File: src/include/pic_host_map.vh
// constants for the interrupt controller host-side driver
`ifndef PIC_HOST_MAP_VH
`define PIC_HOST_MAP_VH
`define CLK_PERIOD_NS     8
`define T_STROBE_NS       150
`define T_SETUP_NS        120
`define T_RECOVERY_NS     200
`define STROBE_CYC        ((`T_STROBE_NS + `CLK_PERIOD_NS - 1) / `CLK_PERIOD_NS)
`define RECOVERY_CYC      ((`T_RECOVERY_NS + `CLK_PERIOD_NS - 1) / `CLK_PERIOD_NS)
`define CALL_OPCODE       8'hcd
`define ACK_BYTES         2'h3
`define CNT_W             6
`endif

File: src/hdl/pic_ack_capture.v
// small memory holding vector bytes captured on acknowledge cycles
`timescale 1ns/1ps
module pic_ack_capture (
    input  wire       clk,      // system clock
    input  wire       rst_n,    // async reset, active low
    input  wire       wr_en,    // write strobe
    input  wire [1:0] wr_addr,  // byte index
    input  wire [7:0] wr_data,  // byte captured
    input  wire [1:0] rd_addr,  // byte to read
    output reg  [7:0] rd_data   // registered read data
);
    reg [7:0] mem [0:3];
    always @(posedge clk) begin
        if (wr_en) begin
            mem[wr_addr] <= wr_data;
        end
    end
    always @(posedge clk or negedge rst_n) begin
        if (!rst_n) begin
            rd_data <= 8'h00;
        end else begin
            rd_data <= mem[rd_addr];
        end
    end
endmodule // pic_ack_capture

File: src/hdl/pic_host.v
// host-side controller that drives the interrupt controller pins
// How it works
// RL1 - chip select held low around read/write
// RL2 - acknowledge cycles run with select high
// RL3 - write drives select, write strobe, data
// RL4 - read samples bus with select, read low
// RL5 - one shared bus, enable per direction
// RL6 - chain lines belong to devices, untouched
// RL7 - buffer enable pin is device output
// RL8 - master/slave strap driven when unbuffered
// RL9 - attention input synchronised, shown upward
// RL10 - requesters hold lines high until acked
// RL11 - level requests need no host action
// RL12 - host issues three acknowledge pulses
// RL13 - register select set before each strobe
// RL14 - select bit from lowest address line
// RL15 - device arbitrates eight levels alone
// RL16 - device sets in-service on acknowledge
// RL17 - masking handled by device mask
// RL18 - first byte call opcode, then low/high
// RL19 - host never drives bus during read/ack
`timescale 1ns/1ps
`include "pic_host_map.vh"
module pic_host (
    input  wire       CLK_IN,          // 125 MHz clock
    input  wire       RST_N_IN,        // async reset, active low
    input  wire       WR_REQ_IN,       // pulse: write command word
    input  wire       RD_REQ_IN,       // pulse: read status
    input  wire       ACK_REQ_IN,      // pulse: run acknowledge sequence
    input  wire       SEL_IN,          // register select bit for request
    input  wire [7:0] WDATA_IN,        // write data
    input  wire       MASTER_IN,       // strap: 1 master, 0 slave
    input  wire       BUFFERED_IN,     // device is in buffered mode
    output reg        BUSY_OUT,        // transfer in progress
    output reg        DONE_OUT,        // pulse: transfer finished
    output reg  [7:0] RDATA_OUT,       // status byte read
    output reg  [7:0] VEC_OPC_OUT,     // first vector byte
    output reg  [15:0] VEC_ADDR_OUT,   // handler address
    output reg        VEC_ERR_OUT,     // first byte not call opcode
    output reg        ATTN_OUT,        // synchronised attention level
    output reg        CS_N_OUT,        // chip select, low active
    output reg        WR_N_OUT,        // write strobe, low active
    output reg        RD_N_OUT,        // read strobe, low active
    output reg        ACK_N_OUT,       // acknowledge strobe, low active
    output reg        REG_SEL_OUT,     // register select bit
    output reg  [7:0] DATA_OUT,        // data bus drive
    output reg        DATA_OE_N_OUT,   // data bus enable, low drives
    output reg        SPEN_OUT,        // strap drive level
    output reg        SPEN_OE_N_OUT,   // strap enable, low drives
    input  wire [7:0] DATA_IN,         // data bus level
    input  wire       ATTN_IN          // device attention pin
);
    localparam [2:0] S_IDLE = 3'h0, S_SETUP = 3'h1, S_STROBE = 3'h2,
                     S_RECOV = 3'h3, S_CAPT = 3'h4;
    localparam [1:0] K_WR = 2'h0, K_RD = 2'h1, K_ACK = 2'h2;
    localparam integer      STROBE_I = `STROBE_CYC;
    localparam integer      RECOV_I  = `RECOVERY_CYC;
    localparam [`CNT_W-1:0] STROBE_N = STROBE_I[`CNT_W-1:0];
    localparam [`CNT_W-1:0] RECOV_N  = RECOV_I[`CNT_W-1:0];
    localparam [`CNT_W-1:0] SETUP_N  = 6'h01;

    reg [2:0]        state_q;
    reg [1:0]        kind_q;
    reg [`CNT_W-1:0] cnt_q;
    reg [1:0]        byte_q;
    reg [7:0]        d_s1_q, d_s2_q;
    reg              a_s1_q, a_s2_q;
    reg              cap_we_q;
    reg [1:0]        cap_idx_q;
    reg [1:0]        rd_idx_q;
    reg              unload_q;
    wire [7:0]       cap_rd;

    pic_ack_capture u_cap (
        .clk     (CLK_IN),
        .rst_n   (RST_N_IN),
        .wr_en   (cap_we_q),
        .wr_addr (cap_idx_q),
        .wr_data (d_s2_q),
        .rd_addr (rd_idx_q),
        .rd_data (cap_rd)
    );

    function [`CNT_W-1:0] dec;
        input [`CNT_W-1:0] v;
        dec = (v == 6'h00) ? 6'h00 : v - 6'h01;
    endfunction

    // two-flop synchronisers on device pins
    always @(posedge CLK_IN or negedge RST_N_IN) begin
        if (!RST_N_IN) begin
            d_s1_q <= 8'h00;
            d_s2_q <= 8'h00;
            a_s1_q <= 1'b0;
            a_s2_q <= 1'b0;
            ATTN_OUT <= 1'b0;
        end else begin
            d_s1_q <= DATA_IN;
            d_s2_q <= d_s1_q;
            a_s1_q <= ATTN_IN;
            a_s2_q <= a_s1_q;
            ATTN_OUT <= a_s2_q; // [RL9]
        end
    end

    // strap pin driven only outside buffered mode
    always @(posedge CLK_IN or negedge RST_N_IN) begin
        if (!RST_N_IN) begin
            SPEN_OUT <= 1'b1;
            SPEN_OE_N_OUT <= 1'b1;
        end else begin
            SPEN_OUT <= MASTER_IN; // [RL6] [RL8]
            SPEN_OE_N_OUT <= BUFFERED_IN; // [RL7] [RL8]
        end
    end

    always @(posedge CLK_IN or negedge RST_N_IN) begin
        if (!RST_N_IN) begin
            state_q <= S_IDLE;
            kind_q <= K_WR;
            cnt_q <= 6'h00;
            byte_q <= 2'h0;
            cap_we_q <= 1'b0;
            cap_idx_q <= 2'h0;
            rd_idx_q <= 2'h0;
            unload_q <= 1'b0;
            BUSY_OUT <= 1'b0;
            DONE_OUT <= 1'b0;
            RDATA_OUT <= 8'h00;
            VEC_OPC_OUT <= 8'h00;
            VEC_ADDR_OUT <= 16'h0000;
            VEC_ERR_OUT <= 1'b0;
            CS_N_OUT <= 1'b1;
            WR_N_OUT <= 1'b1;
            RD_N_OUT <= 1'b1;
            ACK_N_OUT <= 1'b1;
            REG_SEL_OUT <= 1'b0;
            DATA_OUT <= 8'h00;
            DATA_OE_N_OUT <= 1'b1;
        end else begin
            DONE_OUT <= 1'b0;
            cap_we_q <= 1'b0;
            cnt_q <= dec(cnt_q);
            case (state_q)
                S_IDLE: begin
                    if (unload_q) begin
                        // vector bytes come out of the capture memory in order
                        // read data lag the index by one cycle
                        rd_idx_q <= rd_idx_q + 2'h1;
                        if (rd_idx_q == 2'h1) begin
                            VEC_OPC_OUT <= cap_rd;
                        end
                        if (rd_idx_q == 2'h2) begin
                            VEC_ADDR_OUT[7:0] <= cap_rd; // [RL18]
                        end
                        if (rd_idx_q == 2'h3) begin
                            VEC_ADDR_OUT[15:8] <= cap_rd; // [RL18]
                            VEC_ERR_OUT <= (VEC_OPC_OUT != `CALL_OPCODE); // [RL18]
                            unload_q <= 1'b0;
                            BUSY_OUT <= 1'b0;
                            DONE_OUT <= 1'b1;
                        end
                    end else if (WR_REQ_IN || RD_REQ_IN || ACK_REQ_IN) begin
                        BUSY_OUT <= 1'b1;
                        byte_q <= 2'h0;
                        state_q <= S_SETUP;
                        cnt_q <= SETUP_N;
                        REG_SEL_OUT <= SEL_IN; // [RL13] [RL14]
                        if (WR_REQ_IN) begin
                            kind_q <= K_WR;
                            CS_N_OUT <= 1'b0; // [RL1]
                            DATA_OUT <= WDATA_IN;
                            DATA_OE_N_OUT <= 1'b0; // [RL5]
                        end else if (RD_REQ_IN) begin
                            kind_q <= K_RD;
                            CS_N_OUT <= 1'b0; // [RL1]
                        end else begin
                            kind_q <= K_ACK; // [RL2]
                        end
                    end
                end
                S_SETUP: begin
                    if (cnt_q == 6'h00) begin
                        state_q <= S_STROBE;
                        cnt_q <= STROBE_N;
                        WR_N_OUT <= (kind_q != K_WR); // [RL3]
                        RD_N_OUT <= (kind_q != K_RD); // [RL4]
                        ACK_N_OUT <= (kind_q != K_ACK); // [RL12]
                    end
                end
                S_STROBE: begin
                    if (cnt_q == 6'h00) begin
                        state_q <= (kind_q == K_WR) ? S_RECOV : S_CAPT;
                        cnt_q <= RECOV_N;
                        WR_N_OUT <= 1'b1;
                        RD_N_OUT <= 1'b1;
                        ACK_N_OUT <= 1'b1;
                        if (kind_q == K_RD) begin
                            RDATA_OUT <= d_s2_q; // [RL4]
                        end
                        if (kind_q == K_ACK) begin
                            cap_we_q <= 1'b1; // [RL12] [RL19]
                            cap_idx_q <= byte_q;
                        end
                    end
                end
                S_CAPT: begin
                    state_q <= S_RECOV;
                    CS_N_OUT <= 1'b1;
                end
                S_RECOV: begin
                    CS_N_OUT <= 1'b1;
                    DATA_OE_N_OUT <= 1'b1;
                    if (cnt_q == 6'h00) begin
                        if (kind_q == K_ACK && byte_q != 2'h2) begin
                            byte_q <= byte_q + 2'h1; // [RL12]
                            state_q <= S_SETUP;
                            cnt_q <= SETUP_N;
                        end else begin
                            state_q <= S_IDLE;
                            if (kind_q == K_ACK) begin
                                unload_q <= 1'b1;
                                rd_idx_q <= 2'h0;
                            end else begin
                                BUSY_OUT <= 1'b0;
                                DONE_OUT <= 1'b1;
                            end
                        end
                    end
                end
                default: state_q <= S_IDLE;
            endcase
        end
    end
endmodule // pic_host

File: config.mk
export PLATFORM = sky130hd
export DESIGN_NAME = pic_host
export DESIGN_NICKNAME = d
export VERILOG_FILES = /design/src/hdl/pic_ack_capture.v /design/src/hdl/pic_host.v
export VERILOG_INCLUDE_DIRS = /design/src /design/src/include
export SDC_FILE = /design/constraint.sdc
export NUM_CORES = 1
export LEC_CHECK = 0
export BUFFER_PORTS_ARGS = -buffer_cell sky130_fd_sc_hd__buf_4
export CAP_MARGIN = 15
export CORE_AREA = 4 4 125 127
export CTS_BUF_LIST = sky130_fd_sc_hd__clkbuf_16
export CTS_CLUSTER_SIZE = 12
export DETAILED_ROUTE_END_ITERATION = 16
export DIE_AREA = 0 0 129 131
export PLACE_DENSITY = 0.66
export SKIP_CTS_REPAIR_TIMING = 1
export SLEW_MARGIN = 20
export SYNTH_ARGS = -nofsm -noshare
export SYNTH_HDL_FRONTEND = slang
export SYNTH_HIERARCHICAL = 1
export SYNTH_SLANG_ARGS = --single-unit
File: constraint.sdc
create_clock -name CLK_IN -period 2.4 [get_ports CLK_IN]
set_input_delay 0.24 -clock CLK_IN [delete_from_list [all_inputs] [get_ports CLK_IN]]
set_output_delay 0.24 -clock CLK_IN [all_outputs]
set_load 0.01 [all_outputs]
==> flow_summary.toml <==
[finish]
finalNetCount = 460
multi_input_area_sq_um = 1410
synthToLayoutAreaGrowth_pct = 31.7
num_antenna_cells = 0
layout.cells.non_filler = 627
nFillCells = 1292
regArea_sq_um = 3400
drive_above_1_share = 0.413

[pwr]
p_int_mw = 3.83
switchingPower_mw = 0.971
peakVddDrop_mv = 0.420
comb_power_share = 0.019
power_leakage_nw = 2.91
netSwitchingFraction = 0.202
seqPwrFrac = 0.476
power.density_nw_per_um2 = 745
p_clk_frac = 0.506

[clocking]
htreeDepth = 4
worstSkewPairLatency_ns = 0.41
clock_sinks = 129
clkTransAtPathRegs_ns = 0.06
cts-root-buf = "clkbuf_16"
cts_made_buffers = 17
cts_tree = "yes"
clk_path_buf_depth = 2

[logic_synthesis]
ys_warn_count = 6
syn_avg_cell_area_sq_um = 15.2
yosys-top-cells-area = "dfrtp_1 46%, edfxtp_1 20%, mux2_2 9.7%"
synthTopCellsByCount = "90 x dfrtp_1, 42 x mux2_2, 32 x edfxtp_1"
synthCells = 322
synth_cell_types = 48
synth_top_area_frac = 0.460
synth_seq_cells = 129
postSynth.asyncResetShare = 0.752
synth.most_common_cell = "dfrtp_1"
seq_area_frac_synth = 0.694
synth_edf_count = 32
synth.cell_area_sq_um = 4900
syn_nets = 352
synth_ff_type = "dfrtp_1"
synth_top_cell_by_area = "dfrtp_1"

[die]
start_util = 0.339
die_h_microns = 131
io_pins = 77
dieArea_sq_um = 16900
fp.dieW_microns = 129
core.rowCount = 44
core_area_sq_um = 14400

[placement]
io_buffers = 76
gp_congestion = 0.854
dpl.hpwl_mm = 6.79
dpl.cell_count = 583

[setup_path]
worstPathArrival_ns = 2.58
cp_num_buf_inv = 2
cp_max_fo = 8
endpoint_kind = "flop"
path_cells = "inv_1 > ha_1 > or4b_1 > or4_4 > nor2b_4 > buf_12 > mux2_2"
crit_required_ns = 2.70
crit_slowest_cell = "or4_4"
slowest_delay_ns = 0.48
path_class = "reg2reg"
crit_path_start_kind = "flop"
critPathTopFamily = "simple AND/OR/NAND/NOR gates"

[global_routing]
antenna_found_initial = 0
grt_max_degree = 51
overflow = 0
grt_pass1_vias = 3070
track_usage = 0.123
grt_pass1_wl_mm = 15.8

[min_path]
hold_path.class = "in2reg"

[drt]
post-route-drc-count = 0
finalWirelength_mm = 9.87
vias_per_cell = 4.76
post_drt_wl_per_cell_microns = 15.7
final_antenna_net_count = 0
drt-initial-drc-count = 136
vias = 2983
first_pass_iters = 5

[timing]
worstMarginPinSlew_ns = 0.626
slew_headroom = 0.583
fmax_mhz = 438
fin_tns_setup_ns = 0
whs_ns = 0.0228
fin_crit_ns = 2.28
maxSlewViolCount = 0
skew_ns = 0.00759
finalCritPeriodShare = 0.952
finalSetupViolations = 0
hold_viol = 0
rsz0062_at_grt = "no"

[outcome]
status = "finished clean"

[flow_run]
drv_cap = 0
[tightest hold or removal path, delay by kind of cell]
kind	cells	cell delay (ns)
buffers and inverters	1	0.08
AND/OR/NAND/NOR	2	0.09
[cell usage in the layout, fill, tap and decap left out, types with 5 or more instances in the layout]
| cell | count |
|---|---|
| a21oi_1 | 5 |
| buf_4 | 86 |
| clkbuf_16 | 17 |
| dfrtp_1 | 90 |
| dfstp_2 | 7 |
| dlygate4sd3_1 | 12 |
| edfxtp_1 | 32 |
| ha_1 | 5 |
| inv_1 | 11 |
| mux2_2 | 42 |
| mux4_2 | 8 |
| nand2_1 | 18 |
| nor2_1 | 21 |
| nor3_1 | 7 |
| o21ai_0 | 8 |
[power by group through the flow]
stage	Clock [mW]	Combinational, mW	Sequential (mW)
final	2.43	0.0900	2.28
after detailed placement	0	0.0777	2.32
after global routing	2.59	0.103	2.28
after floorplan	0	0.00296	2.32
after global placement	0	0.0758	2.32
after CTS	2.49	0.0779	2.28
[area by class of cell]
class,count,area share
clock buffer,17,0.0660
clock inverter,15,0.0221
inverter,11,0.00640
multi-input combinational,171,0.218
sequential,129,0.527
tap,184,0.0357
timing repair buffer,100,0.125
[registers in the layout, summed over array words and instances, names as in the netlist, 2 cells and up]
signal and cells:
kind_q 2, DATA_OUT 8, u_cap/mem 32, cnt_q 6
cap_idx_q 2, VEC_ADDR_OUT 16, d_s1_q 8, RDATA_OUT 8
VEC_OPC_OUT 8, state_q 3, byte_q 2, d_s2_q 8
u_cap/rd_data 8, rd_idx_q 2
[routing by layer]
metal	routed length (microns)	track usage
met2	4890	0.190
met3	594	0.0455
met1	4230	0.154
met4	161	0.0574
met5	0	0
[through the flow]
stage	total power, mW	utilization	setup WS (ns)	cell area (sq um)
global route	4.98	0.447	0.0378	6450
finish	4.80	0.447	0.116	6450
CTS	4.85	0.438	0.00107	6320
floorplan	2.32	-	0.0238	4900
global placement	2.40	0.399	0.0746	5750
detailed placement	2.40	0.399	0.0192	5750
[cells by family after synthesis]
kind of cell | synth area share
buf+inv | 0.0202
mux | 0.133
flops | 0.694
xor+xnor | 0.00716
compound gates | 0.0555
fa+ha+maj | 0.0128
simple gates | 0.0772
[final timing paths]
| kind | startpoint | endpoint | slack [ns] | cells after the start |
|---|---|---|---|---|
| max | cnt_q[0] | RDATA_OUT[1] | 0.12 | 7 |
| min | SEL_IN | REG_SEL_OUT | 0.02 | 3 |
| max reg2reg | cnt_q[0] | RDATA_OUT[1] | 0.12 | 7 |
| min reg2reg | d_s1_q[2] | d_s2_q[2] | 0.34 | 0 |
| max in group asynchronous | RST_N_IN | DATA_OE_N_OUT | 1.27 | 3 |
| min in group asynchronous | RST_N_IN | VEC_ADDR_OUT[8] | 0.39 | 2 |
Power figures use the tool's default switching activity.
